### config.mk
export PLATFORM = sky130hd
export DESIGN_NAME = bscan_tap
export DESIGN_NICKNAME = d
export VERILOG_FILES = /design/src/verilog/bscan_pkg.sv /design/src/verilog/bscan_if.sv /design/src/verilog/bscan_cells.sv /design/src/verilog/bscan_tap.sv /design/src/verilog/pin_sync.sv
export VERILOG_INCLUDE_DIRS = /design/src /design/src/verilog
export SDC_FILE = /design/constraint.sdc
export NUM_CORES = 1
export LEC_CHECK = 0
export BUFFER_PORTS_ARGS = -buffer_cell sky130_fd_sc_hd__buf_2
export CELL_PAD_IN_SITES_DETAIL_PLACEMENT = 0
export CELL_PAD_IN_SITES_GLOBAL_PLACEMENT = 1
export CORE_MARGIN = 2
export CORE_UTILIZATION = 40
export CTS_CLUSTER_DIAMETER = 120
export DETAILED_ROUTE_END_ITERATION = 10
export MAX_ROUTING_LAYER = met4
export PLACE_DENSITY_LB_ADDON = 0.1
export REMOVE_ABC_BUFFERS = 1
export SYNTH_ARGS = -nofsm -noshare
export SYNTH_HDL_FRONTEND = slang
export SYNTH_SLANG_ARGS = --single-unit
### constraint.sdc
create_clock -name core_clk_in -period 1.6 [get_ports core_clk_in]
set_input_delay 0.24 -clock core_clk_in [delete_from_list [all_inputs] [get_ports core_clk_in]]
set_output_delay 0.24 -clock core_clk_in [all_outputs]
set_load 0.05 [all_outputs]
### src/verilog/bscan_map.svh
// named codes, reset values and fixed capture patterns of the boundary-scan logic
`ifndef BSCAN_MAP_SVH
`define BSCAN_MAP_SVH
`define INSTR_WIDTH 5
`define OP_EXTEST 5'h00
`define OP_SAMPLE 5'h01
`define OP_INTERNAL_SCAN 5'h02
`define OP_CLAMP 5'h04
`define OP_BYPASS 5'h1f
`define INSTR_CAPTURE 5'h0d
`define INSTR_RESET 5'h1f
`define BYPASS_CAPTURE 1'b0
`define BYPASS_RESET 1'b0
`define CELL_RESET 1'b0
`define TDO_RESET 1'b0
`define SYNC_RESET 1'b0
`define PIN_RESET 1'b0
`define OE_RESET 1'b0
`define MODE_RESET 1'b0
`define SYNC_TCK 0
`define SYNC_TMS 1
`define SYNC_TDI 2
`define SYNC_TRST 3
`define SYNC_CTRL_W 4
`endif

### src/verilog/bscan_pkg.sv
// types shared by the boundary-scan modules
`include "bscan_map.svh"
package bscan_pkg;
  // gray codes along the data path, then along the instruction path
  typedef enum logic [3:0] {
    test_logic_reset = 4'h0,
    run_idle = 4'h1,
    select_data = 4'h3,
    capture_data = 4'h2,
    shift_data = 4'h6,
    exit1_data = 4'h7,
    pause_data = 4'h5,
    exit2_data = 4'h4,
    update_data = 4'hc,
    select_instr = 4'hd,
    capture_instr = 4'hf,
    shift_instr = 4'he,
    exit1_instr = 4'ha,
    pause_instr = 4'hb,
    exit2_instr = 4'h9,
    update_instr = 4'h8
  } tap_state_e;
  typedef logic [`INSTR_WIDTH-1:0] instr_t;
endpackage : bscan_pkg

### src/verilog/bscan_if.sv
// strobes and data between the tap control and the boundary cell chain
interface bscan_if #(parameter int LEN = 8);
  logic capture;
  logic shift;
  logic update;
  logic serial_in;
  logic serial_out;
  logic [LEN-1:0] cap_vec;
  logic [LEN-1:0] slave_vec;
  modport ctrl (output capture, output shift, output update, output serial_in, output cap_vec,
                input serial_out, input slave_vec);
  modport chain (input capture, input shift, input update, input serial_in, input cap_vec,
                 output serial_out, output slave_vec);
endinterface : bscan_if

### src/verilog/bscan_cells.sv
// boundary cell chain: master stages capture and shift, slave stages hold applied values
`include "bscan_map.svh"
module bscan_cells #(
  parameter int LEN = 8
) (
  input wire logic core_clk_in,
  input wire logic rst_n_in,
  bscan_if.chain bus
);
  logic [LEN-1:0] master_reg;
  logic [LEN-1:0] slave_reg;

  // one master/slave pair per cell
  for (genvar i = 0; i < LEN; i++) begin : g_cell
    logic shift_src;
    if (i == LEN - 1) begin : g_top
      assign shift_src = bus.serial_in;
    end else begin : g_mid
      assign shift_src = master_reg[i+1];
    end

    // parallel capture wins over shift; both only on rising tck strobes
    always_ff @(posedge core_clk_in) begin
      if (!rst_n_in) begin
        master_reg[i] <= `CELL_RESET;
      end else if (bus.capture) begin
        master_reg[i] <= bus.cap_vec[i];
      end else if (bus.shift) begin
        master_reg[i] <= shift_src;
      end
    end

    // slave copies the master on the falling-edge update strobe
    always_ff @(posedge core_clk_in) begin
      if (!rst_n_in) begin
        slave_reg[i] <= `CELL_RESET;
      end else if (bus.update) begin
        slave_reg[i] <= master_reg[i];
      end
    end
  end

  assign bus.serial_out = master_reg[0];
  assign bus.slave_vec = slave_reg;
endmodule : bscan_cells

### src/verilog/bscan_tap.sv
// boundary-scan tap: controller, instruction register, bypass, tdo and pin muxing
// What this block does
// - extest routes boundary register tdi to tdo
// - extest drives outputs from cells, falling edge
// - extest captures input pins on rising tck
// - sample snapshots pins, outputs record driven values
// - sample update copies master into slave cells
// - code 00010 enables internal scan mode
// - clamp holds pins from cells, bypass path
// - bypass selects one-bit register, normal operation
// - tdi into msb, lsb to tdo
// - serial data passes without inversion
// - cells per pin plus control cells
// - control one means high-z or output
// - no cells for tap pins
// - cells capture pins in parallel, rising tck
// - shifted data applied on falling tck
// - tdo changes on falling tck edge
// - five-bit master/slave instruction register
// - trst low or five tms highs reset
// - state changes only on rising tck, trst low or rst_n_in low
`include "bscan_map.svh"
module bscan_tap
  import bscan_pkg::*;
#(
  parameter int N_IN = 4,
  parameter int N_OUT = 4,
  parameter int N_BD = 4
) (
  input wire logic core_clk_in,
  input wire logic rst_n_in,
  input wire logic tck_in,
  input wire logic tms_in,
  input wire logic tdi_in,
  input wire logic trst_n_in,
  output logic tdo_out,
  output logic tdo_oe_out,
  input wire logic [N_IN-1:0] in_pin_in,
  output logic [N_IN-1:0] core_in_out,
  input wire logic [N_OUT-1:0] core_out_in,
  input wire logic core_out_oe_in,
  output logic [N_OUT-1:0] out_pin_out,
  output logic out_pin_oe_out,
  input wire logic [N_BD-1:0] bd_pin_in,
  input wire logic [N_BD-1:0] bd_core_out_in,
  input wire logic bd_core_oe_in,
  output logic [N_BD-1:0] bd_pin_out,
  output logic bd_pin_oe_out,
  output logic [N_BD-1:0] bd_core_in_out,
  output logic internal_scan_out
);
  // chain layout from tdo side: inputs, outputs, output control, bidirs, bidir control
  // tap pins are deliberately absent from the chain
  localparam int IN_LO = 0;
  localparam int OUT_LO = IN_LO + N_IN;
  localparam int OUT_CTL = OUT_LO + N_OUT;
  localparam int BD_LO = OUT_CTL + 1;
  localparam int BD_CTL = BD_LO + N_BD;
  localparam int LEN = BD_CTL + 1;
  localparam int SYNC_W = `SYNC_CTRL_W + N_IN + N_BD;

  logic [SYNC_W-1:0] raw_pins;
  logic [SYNC_W-1:0] synced_pins;
  logic tck_s;
  logic tms_s;
  logic tdi_s;
  logic trst_n_s;
  logic [N_IN-1:0] in_pin_s;
  logic [N_BD-1:0] bd_pin_s;
  logic tck_d_reg;
  logic tck_rise;
  logic tck_fall;
  tap_state_e tap_state_reg;
  tap_state_e tap_next;
  instr_t instr_shift_reg;
  instr_t test_instruction_reg;
  logic sel_extest;
  logic sel_sample;
  logic sel_clamp;
  logic internal_scan_instruction;
  logic bsr_selected;
  logic drive_from_cells;
  logic bypass_reg;
  logic tdo_reg;
  logic tdo_oe_reg;
  logic [N_OUT-1:0] out_pin_reg;
  logic out_pin_oe_reg;
  logic [N_BD-1:0] bd_pin_reg;
  logic bd_pin_oe_reg;
  logic [N_IN-1:0] core_in_reg;
  logic [N_BD-1:0] bd_core_in_reg;
  logic internal_scan_reg;

  bscan_if #(.LEN(LEN)) chain_bus ();

  // every pin from outside passes two flops, tck included
  assign raw_pins = {bd_pin_in, in_pin_in, trst_n_in, tdi_in, tms_in, tck_in};

  pin_sync #(
    .WIDTH(SYNC_W)
  ) u_sync (
    .core_clk_in(core_clk_in),
    .rst_n_in(rst_n_in),
    .async_in(raw_pins),
    .sync_out(synced_pins)
  );

  // unpack the synchronised group; tms and tdi keep their alignment to tck
  // one group means the same two-flop delay for all, so tms and tdi never skew against tck
  assign tck_s = synced_pins[`SYNC_TCK];
  assign tms_s = synced_pins[`SYNC_TMS];
  assign tdi_s = synced_pins[`SYNC_TDI];
  assign trst_n_s = synced_pins[`SYNC_TRST];
  assign in_pin_s = synced_pins[`SYNC_CTRL_W +: N_IN];
  assign bd_pin_s = synced_pins[`SYNC_CTRL_W + N_IN +: N_BD];

  // edge finder on the sampled tck; tck must be well below a quarter of core rate
  always_ff @(posedge core_clk_in) begin
    if (!rst_n_in) begin
      tck_d_reg <= `SYNC_RESET;
    end else begin
      tck_d_reg <= tck_s;
    end
  end

  assign tck_rise = tck_s & ~tck_d_reg;
  assign tck_fall = ~tck_s & tck_d_reg;

  // standard sixteen-state walk, steered by tms sampled at the rising edge
  always_comb begin
    tap_next = tap_state_reg;
    unique case (tap_state_reg)
      test_logic_reset: tap_next = tms_s ? test_logic_reset : run_idle;
      run_idle: tap_next = tms_s ? select_data : run_idle;
      select_data: tap_next = tms_s ? select_instr : capture_data;
      capture_data: tap_next = tms_s ? exit1_data : shift_data;
      shift_data: tap_next = tms_s ? exit1_data : shift_data;
      exit1_data: tap_next = tms_s ? update_data : pause_data;
      pause_data: tap_next = tms_s ? exit2_data : pause_data;
      exit2_data: tap_next = tms_s ? update_data : shift_data;
      update_data: tap_next = tms_s ? select_data : run_idle;
      select_instr: tap_next = tms_s ? test_logic_reset : capture_instr;
      capture_instr: tap_next = tms_s ? exit1_instr : shift_instr;
      shift_instr: tap_next = tms_s ? exit1_instr : shift_instr;
      exit1_instr: tap_next = tms_s ? update_instr : pause_instr;
      pause_instr: tap_next = tms_s ? exit2_instr : pause_instr;
      exit2_instr: tap_next = tms_s ? update_instr : shift_instr;
      update_instr: tap_next = tms_s ? select_data : run_idle;
    endcase
  end

  // state register; trst low forces reset regardless of tck
  always_ff @(posedge core_clk_in) begin
    if (!rst_n_in || !trst_n_s) begin
      tap_state_reg <= test_logic_reset;
    end else if (tck_rise) begin
      tap_state_reg <= tap_next;
    end
  end

  // instruction master stage: fixed capture pattern, then shift toward tdo
  always_ff @(posedge core_clk_in) begin
    if (!rst_n_in) begin
      instr_shift_reg <= `INSTR_CAPTURE;
    end else if (tck_rise) begin
      if (tap_state_reg == capture_instr) begin
        instr_shift_reg <= `INSTR_CAPTURE;
      end else if (tap_state_reg == shift_instr) begin
        instr_shift_reg <= {tdi_s, instr_shift_reg[`INSTR_WIDTH-1:1]};
      end
    end
  end

  // instruction slave stage: new code acts only once latched on falling tck
  always_ff @(posedge core_clk_in) begin
    if (!rst_n_in || !trst_n_s) begin
      test_instruction_reg <= `INSTR_RESET;
    end else if (tck_fall) begin
      if (tap_state_reg == test_logic_reset) begin
        test_instruction_reg <= `INSTR_RESET;
      end else if (tap_state_reg == update_instr) begin
        test_instruction_reg <= instr_shift_reg;
      end
    end
  end

  // decode; anything not listed falls through to bypass with pins in normal use
  // decoding the slave stage means codes passing through the master mid-shift never act
  assign sel_extest = (test_instruction_reg == `OP_EXTEST);
  assign sel_sample = (test_instruction_reg == `OP_SAMPLE);
  assign sel_clamp = (test_instruction_reg == `OP_CLAMP);
  assign internal_scan_instruction = (test_instruction_reg == `OP_INTERNAL_SCAN);
  assign bsr_selected = sel_extest | sel_sample;
  assign drive_from_cells = sel_extest | sel_clamp;

  // one-bit bypass path, loads zero at capture
  always_ff @(posedge core_clk_in) begin
    if (!rst_n_in) begin
      bypass_reg <= `BYPASS_RESET;
    end else if (tck_rise) begin
      if (tap_state_reg == capture_data) begin
        bypass_reg <= `BYPASS_CAPTURE;
      end else if (tap_state_reg == shift_data) begin
        bypass_reg <= tdi_s;
      end
    end
  end

  // chain strobes; gating by selection keeps the cells quiet under bypass and clamp
  assign chain_bus.capture = tck_rise & (tap_state_reg == capture_data) & bsr_selected;
  assign chain_bus.shift = tck_rise & (tap_state_reg == shift_data) & bsr_selected;
  assign chain_bus.update = tck_fall & (tap_state_reg == update_data) & bsr_selected;
  assign chain_bus.serial_in = tdi_s;

  // capture sources: input pins, values being driven, and the current enables
  assign chain_bus.cap_vec[IN_LO +: N_IN] = in_pin_s;
  assign chain_bus.cap_vec[OUT_LO +: N_OUT] = out_pin_reg;
  assign chain_bus.cap_vec[OUT_CTL] = ~out_pin_oe_reg;
  assign chain_bus.cap_vec[BD_LO +: N_BD] = bd_pin_s;
  assign chain_bus.cap_vec[BD_CTL] = bd_pin_oe_reg;

  bscan_cells #(
    .LEN(LEN)
  ) u_cells (
    .core_clk_in(core_clk_in),
    .rst_n_in(rst_n_in),
    .bus(chain_bus)
  );

  // tdo enable: driven only in the shift states, floating otherwise; moves on falling tck
  always_ff @(posedge core_clk_in) begin
    if (!rst_n_in) begin
      tdo_oe_reg <= `OE_RESET;
    end else if (tck_fall) begin
      tdo_oe_reg <= (tap_state_reg == shift_data) || (tap_state_reg == shift_instr);
    end
  end

  // tdo data moves on falling tck, half a period clear of the master's sampling rise
  always_ff @(posedge core_clk_in) begin
    if (!rst_n_in) begin
      tdo_reg <= `TDO_RESET;
    end else if (tck_fall) begin
      if (tap_state_reg == shift_instr) begin
        tdo_reg <= instr_shift_reg[0];
      end else if (bsr_selected) begin
        tdo_reg <= chain_bus.serial_out;
      end else begin
        tdo_reg <= bypass_reg;
      end
    end
  end

  // output pin data: cell slaves only change on falling tck, so pins driven from them do too
  always_ff @(posedge core_clk_in) begin
    if (!rst_n_in) begin
      out_pin_reg <= {N_OUT{`PIN_RESET}};
    end else if (drive_from_cells) begin
      out_pin_reg <= chain_bus.slave_vec[OUT_LO +: N_OUT];
    end else begin
      out_pin_reg <= core_out_in;
    end
  end

  // output group enable: a control one floats the group, hence the inversion
  always_ff @(posedge core_clk_in) begin
    if (!rst_n_in) begin
      out_pin_oe_reg <= `OE_RESET;
    end else if (drive_from_cells) begin
      out_pin_oe_reg <= ~chain_bus.slave_vec[OUT_CTL];
    end else begin
      out_pin_oe_reg <= core_out_oe_in;
    end
  end

  // bidirectional pin data from the cells under extest and clamp, from the core otherwise
  always_ff @(posedge core_clk_in) begin
    if (!rst_n_in) begin
      bd_pin_reg <= {N_BD{`PIN_RESET}};
    end else if (drive_from_cells) begin
      bd_pin_reg <= chain_bus.slave_vec[BD_LO +: N_BD];
    end else begin
      bd_pin_reg <= bd_core_out_in;
    end
  end

  // bidirectional direction: control one selects driving
  always_ff @(posedge core_clk_in) begin
    if (!rst_n_in) begin
      bd_pin_oe_reg <= `OE_RESET;
    end else if (drive_from_cells) begin
      bd_pin_oe_reg <= chain_bus.slave_vec[BD_CTL];
    end else begin
      bd_pin_oe_reg <= bd_core_oe_in;
    end
  end

  // core-side inputs see cell values under extest, real pins otherwise
  always_ff @(posedge core_clk_in) begin
    if (!rst_n_in) begin
      core_in_reg <= {N_IN{`PIN_RESET}};
    end else if (sel_extest) begin
      core_in_reg <= chain_bus.slave_vec[IN_LO +: N_IN];
    end else begin
      core_in_reg <= in_pin_s;
    end
  end

  // bidirectional pins seen by the core; clamp leaves the core on the real pins
  always_ff @(posedge core_clk_in) begin
    if (!rst_n_in) begin
      bd_core_in_reg <= {N_BD{`PIN_RESET}};
    end else if (sel_extest) begin
      bd_core_in_reg <= chain_bus.slave_vec[BD_LO +: N_BD];
    end else begin
      bd_core_in_reg <= bd_pin_s;
    end
  end

  // internal scan enable, registered so the core sees a clean level
  always_ff @(posedge core_clk_in) begin
    if (!rst_n_in) begin
      internal_scan_reg <= `MODE_RESET;
    end else begin
      internal_scan_reg <= internal_scan_instruction;
    end
  end

  assign tdo_out = tdo_reg;
  assign tdo_oe_out = tdo_oe_reg;
  assign out_pin_out = out_pin_reg;
  assign out_pin_oe_out = out_pin_oe_reg;
  assign bd_pin_out = bd_pin_reg;
  assign bd_pin_oe_out = bd_pin_oe_reg;
  assign core_in_out = core_in_reg;
  assign bd_core_in_out = bd_core_in_reg;
  assign internal_scan_out = internal_scan_reg;
endmodule : bscan_tap

### src/verilog/pin_sync.sv
// two-flop synchroniser for a group of pins from outside the core clock domain
`include "bscan_map.svh"
module pin_sync #(
  parameter int WIDTH = 4
) (
  input wire logic core_clk_in,
  input wire logic rst_n_in,
  input wire logic [WIDTH-1:0] async_in,
  output logic [WIDTH-1:0] sync_out
);
  logic [WIDTH-1:0] stage1_reg;
  logic [WIDTH-1:0] stage2_reg;

  // first stage feeds only the second one
  always_ff @(posedge core_clk_in) begin
    if (!rst_n_in) begin
      stage1_reg <= {WIDTH{`SYNC_RESET}};
      stage2_reg <= {WIDTH{`SYNC_RESET}};
    end else begin
      stage1_reg <= async_in;
      stage2_reg <= stage1_reg;
    end
  end

  assign sync_out = stage2_reg;
endmodule : pin_sync
# Yosys cells after proc, flatten, opt, wreduce, memory -nomap -nowiden
# Cells that the tools add are included.
# totals
regBits	89
elab_cells	147
output_inout_bits	21
# classes
n_mux	55
eq_ne	18
bitwise	14
n_reduce_logical	16
# ops
cell	count
4-bit one-hot mux with 12 select lines	1
1-bit two-way mux	37
4-bit == test, second input constant	8
4-bit two-way mux	8
5-bit two-way mux	4
4-bit by 3-bit == test with 1-bit output, second input constant	4
1-bit AND	8
4-bit by 2-bit == test with 1-bit output, second input constant	2
2-bit nonzero test	4
2-bit two-way mux	3
3-bit two-way mux	2
2-bit AND reduction	3
5-bit by 1-bit == test with 1-bit output, second input constant	1
5-bit by 2-bit == test with 1-bit output, second input constant	1
5-bit by 3-bit == test with 1-bit output, second input constant	1
5-bit logical NOT	1
4-bit by 1-bit == test with 1-bit output, second input constant	1
4-bit logical NOT	1
1-bit inverter	4
2-bit OR reduction	2
3-bit OR reduction	1
1-bit logical NOT	2
1-bit logical OR	2
1-bit OR	2

# Longest topological paths before layout
# depth
ltp_word	6
ltp_mapped	7
mapped_depth_nobuf	4

# By module
# Synthesis repeated with hierarchy kept, for this count alone.
# unflattened
hier_cells	361
hier_area_um2	3644.7
# by_module_without_submodules
mod	n_inst	cells_each	area_per_inst_um2	seq_area_each_um2
bscan_tap	1	205	1705.4	740.7
bscan_cells	1	106	1263.7	560.5
pin_sync	1	50	675.6	480.5

# Worst setup path before layout
# No wires, ideal clock.
# synth_path
path_type	register to register
startpoint	register test_instruction_reg[4]
endpoint	register u_cells.master_reg[13], in the netlist u_cells.g_cell[12].shift_src
slack_ps	182
t_required_ps	1484
setup_ps	116
arrival_time_ps	1302
synth_period_minus_slack_ps	1418
stages_incl_launch_ff	7
path_cell_list	dfxtp_1 nor4_4 and4_1 buf_6 buf_6 nand2_1 o211a_1
# synth_via
elab_chain_cells	4
word_cells_on_any_way	7
classes_between	eq/ne: 1; mux: 1; bitwise: 3; reduce/logical: 2
# synth_lines
item	line_no	source
start, declared	bscan_tap.sv:76	instr_t test_instruction_reg;
start signal, assigned	bscan_tap.sv:177	test_instruction_reg <= `INSTR_RESET;
start signal, assigned	bscan_tap.sv:180	test_instruction_reg <= `INSTR_RESET;
start signal, assigned	bscan_tap.sv:182	test_instruction_reg <= instr_shift_reg;
5-bit by 1-bit == test with 1-bit output (no source line) / 5-bit logical NOT (equally long branches)	n/a	
1-bit OR *	bscan_tap.sv:193	assign bsr_selected = sel_extest | sel_sample;
1-bit AND, on equally long branches	bscan_tap.sv:210, bscan_tap.sv:211	
1-bit two-way mux / 2-bit nonzero test (equally long branches)	n/a	
end signal, assigned by index	bscan_cells.sv:25	master_reg[i] <= `CELL_RESET;
end signal, assigned by index	bscan_cells.sv:27	master_reg[i] <= bus.cap_vec[i];
end signal, assigned by index	bscan_cells.sv:29	master_reg[i] <= shift_src;
end, declared	bscan_cells.sv:10	logic [LEN-1:0] master_reg;
# Every way passes the cells marked *; elsewhere a longest branch is shown, timed or not.
# A chain may end at the register's enable or synchronous reset.

# Worst setup path after layout
# layout_path
startpoint	register test_instruction_reg[1]
endpoint	register u_cells.master_reg[8], in the netlist u_cells.g_cell[7].shift_src
# The elaborated chain is that of the path after synthesis.

==> reports/metrics.csv <==
stage;metric;value;unit
job;max-cap violation count;0;
worst_setup_path;crit path kind;register to register;
logic_synthesis;combinational family with the most area after synthesis;simple AND/OR/NAND/NOR gates;
logic_synthesis;Synth Area in XOR/XNOR;0.243;%
sta;Clock Skew;0.00889;ns
logic_synthesis;Yosys reg bits;89;
sta;FMAX;0.654;GHz
logic_synthesis;Yosys cell types;41;
cts;worst skew pair latency;0.36;ns
worst_setup_path;CP max stage delay;0.38;ns
worst_setup_path;Arrival @ worst endpoint;1.78;ns
global_routing;vias in the first global route;2557;
routing;via count;2649;
cells_and_area;commonest non-fill, non-tap cells in the layout;dfxtp_1, nand2_1, buf_2;
global_routing;largest net degree at the start of global routing;82;
cells_and_area;max reg flops;14;
sta;Rel. slew slack;75.7;%
logic_synthesis;Post-Synth Simple-Gate Area;22.9;%
worst_setup_path;Critical path buffers and inverters;1;
floorplanning;Core Rows;34;
global_routing;global-route wire length before repair;12300;um
routing;1st-iter DRT viols;67;
logic_synthesis;Synth Flop Type;dfxtp_1;
worst_setup_path;Largest delay share family, worst path;simple AND/OR/NAND/NOR gates;
logic_synthesis;ranking of synthesized cells by area;dfxtp_1, nand2_1, mux2i_1;
routing;ANT nets after route;0;
cts;CTS H-tree depth;3;
cells_and_area;Final nets;445;
worst_setup_path;CP startpoint;test_instruction_reg[1];
worst_setup_path;Worst Setup EP;u_cells.g_cell[7].shift_src;
global_routing;global route overflow;0;
worst_hold_path;HP Class;input pin to register;
logic_synthesis;Ys Warns;0;
placed_design;Port-buffer cells;44;
worst_setup_path;Worst path slowest cell;dfxtp_4;
logic_synthesis;post-synthesis mux area share;6.40;%
logic_synthesis;Synth top area share;49.5;%
worst_setup_path;end of the worst register-to-register path;u_cells.g_cell[7].shift_src;
sta;final hold slack;0.0787;ns
sta;Fin Setup TNS;0;ns
floorplanning;DIE WIDTH;98.8;um
sta;fin crit period;1.53;ns
sta;period utilization;95.6;%
worst_setup_path;worst-path cell chain;nor4_4 -> and4_4 -> buf_12 -> mux2i_1 -> nor2b_1;
worst_setup_path;reg2reg path depth;5;
logic_synthesis;sequential element share of the synthesized area;49.5;%
logic_synthesis;largest area contributor in the netlist;dfxtp_1;
global_routing;Total Routing Usage GR;16.3;%
sta;RSZ-0062 raised after global routing;true;
worst_setup_path;critical-path maximum fanout;27;
logic_synthesis;area of the mapped netlist;3600;sq um
logic_synthesis;Post-synth EDFFs;0;
worst_setup_path;CP Depth;5;
floorplanning;# IOs;45;
floorplanning;Starting Density;41.2;%
routing;via density per instance;4.96;
cts;TritonCTS clock tree;yes;
routing;Pre-antenna DRT Iters;4;
cts;maximum root-to-sink buffer count;2;
worst_setup_path;Worst Setup Start Kind;register;
cells_and_area;Fillers;882;
cts;TritonCTS Buffers;9;
logic_synthesis;Synth Instances;383;
logic_synthesis;compound-gate portion of the synthesized area;15.4;%
power;Sw Pwr;0.000956;W
power;P_leak;1.79;nW
cts;Root Buffer;clkbuf_8;
routing;drt total wl;7280;um
worst_setup_path;setup slack, reg-to-reg;0.07;ns
floorplanning;core region area;8720;sq um
power;Reg power frac;56.5;%
placed_design;DP HPWL;4720;um
worst_setup_path;reg2reg start;test_instruction_reg[1];
floorplanning;die area;9770;sq um
power;Sw Share;23.7;%
power;combinational share of power;5.4;%
worst_setup_path;crit end category;register;
routing;wire per inst;13.6;um
logic_synthesis;Synth Area in Adders;0;%
power;Power Total;0.00403;W
power;clock share of power;38.1;%
placed_design;GPL Wtd Cong;0.835;
cells_and_area;commonest non-fill, non-tap cell in the layout;dfxtp_1;
worst_hold_path;WHS Path Cells;2;
worst_setup_path;Req. time, crit path;1.85;ns
global_routing;initial antenna violation count;0;
power;maximum VDD drop;422;uV
sta;Fin. Hold Viols;0;
logic_synthesis;Mean Syn Cell Area;9.39;sq um
cells_and_area;area grow syn2layout;14.9;%
sta;worst-margin pin slew;0.364;ns
floorplanning;die height;98.8;um
cells_and_area;layout cells sized above 1;20.9;%
cells_and_area;Ant. Diodes;0;
power;Power Dens Cells;976;nW/um^2
cts;clk sinks;89;
routing;number of DRC violations after detailed routing;0;
cts;Post-CTS Hold Buffers;0;
power;internal cell power;0.00308;W
run_status;status;finished, final reports clean;
cts;clk slew on worst S/H paths;0.09;ns
sta;Final setup viols;0;
sta;Slew Limit Fails;0;
logic_synthesis;Async S/R FF share, synth;0;%
cell usage after synthesis (2+ instances only):
library cell  number
inv_1              4
clkbuf_2           2
clkbuf_1          15
a21boi_2          10
a21oi_1            4
o211ai_1           2
and2_1            31
mux2i_1           23
nand2_1           71
buf_4              5
o21ai_0           18
dfxtp_1           89
nor3_1             7
buf_2              7
nand3_1            6
o211a_1           13
nor2_1            11
a21boi_0          14
and3_1             2
o22ai_1            4
buf_6              4
nor2b_1           18
and4_1             3
nand2b_1           2
nor3b_1            2
cell type report:
class | instances | area (sq um) | area share [%]
tap | 108 | 135 | 3.27
clock inverter | 5 | 63.8 | 1.54
timing repair buffer | 60 | 378 | 9.15
multi-input combinational | 257 | 1620 | 39.3
sequential | 89 | 1790 | 43.2
clock buffer | 11 | 131 | 3.18
inverter | 4 | 15.0 | 0.363
worst min path at each step:
| stage | from | endpoint | slack (ns) |
|---|---|---|---|
| after floorplan | rst_n_in | instr_shift_reg[0] | 0.30 |
| after global placement | u_sync.stage1_reg[6] | u_sync.sync_out[6] | 0.42 |
| after detailed placement | u_sync.stage1_reg[0] | u_sync.sync_out[0] | 0.42 |
| after CTS | tck_in | u_sync.stage1_reg[0] | 0.06 |
| after global routing | in_pin_in[1] | u_sync.stage1_reg[5] | 0.06 |
| final | in_pin_in[2] | u_sync.stage1_reg[6] | 0.08 |
per-layer routing:
layer  share of wire, %  GRT usage (%)
met4                1.1           4.95
met1                 51           21.4
met2                 45           24.6
met3                3.6           4.68
met5                  0              -
worst register-to-register path, cell delays in order (launching register included):
cell and delay (ns):
dfxtp_4 0.38, nor4_4 0.34, and4_4 0.28, buf_12 0.17
mux2i_1 0.20, nor2b_1 0.06
power groups by stage:
stage	Combinational, W	Sequential (W)	Clock [W]
floorplan	0.0000657	0.00239	0
global placement	0.000221	0.00233	0
detailed placement	0.000222	0.00233	0
CTS	0.000223	0.00228	0.00160
global route	0.000240	0.00229	0.00169
finish	0.000219	0.00228	0.00154
cell families after synthesis:
logic type      count (synthesis)
flops                          89
mux                            23
simple gates                  161
buf+inv                        37
compound gates                 72
xor+xnor                        1
metrics by stage:
stage	utilization, %	instance area (sq um)	instances	setup slack (ns)
2_1_floorplan	-	3410	350	-0.224
3_3_place_gp	45.0	3930	518	0.0737
3_5_place_dp	45.0	3930	518	0.0459
4_1_cts	47.3	4120	534	0.0283
5_1_grt	47.4	4130	534	-0.0505
6_report	47.4	4130	534	0.0708
timing repair:
item,in CTS,in global routing
endpoints found under the setup margin,0,12
buffers inserted,0,0
endpoints found under the hold margin,0,0
resized for setup,0,4
Note: power is estimated with default switching activity, not from simulation.
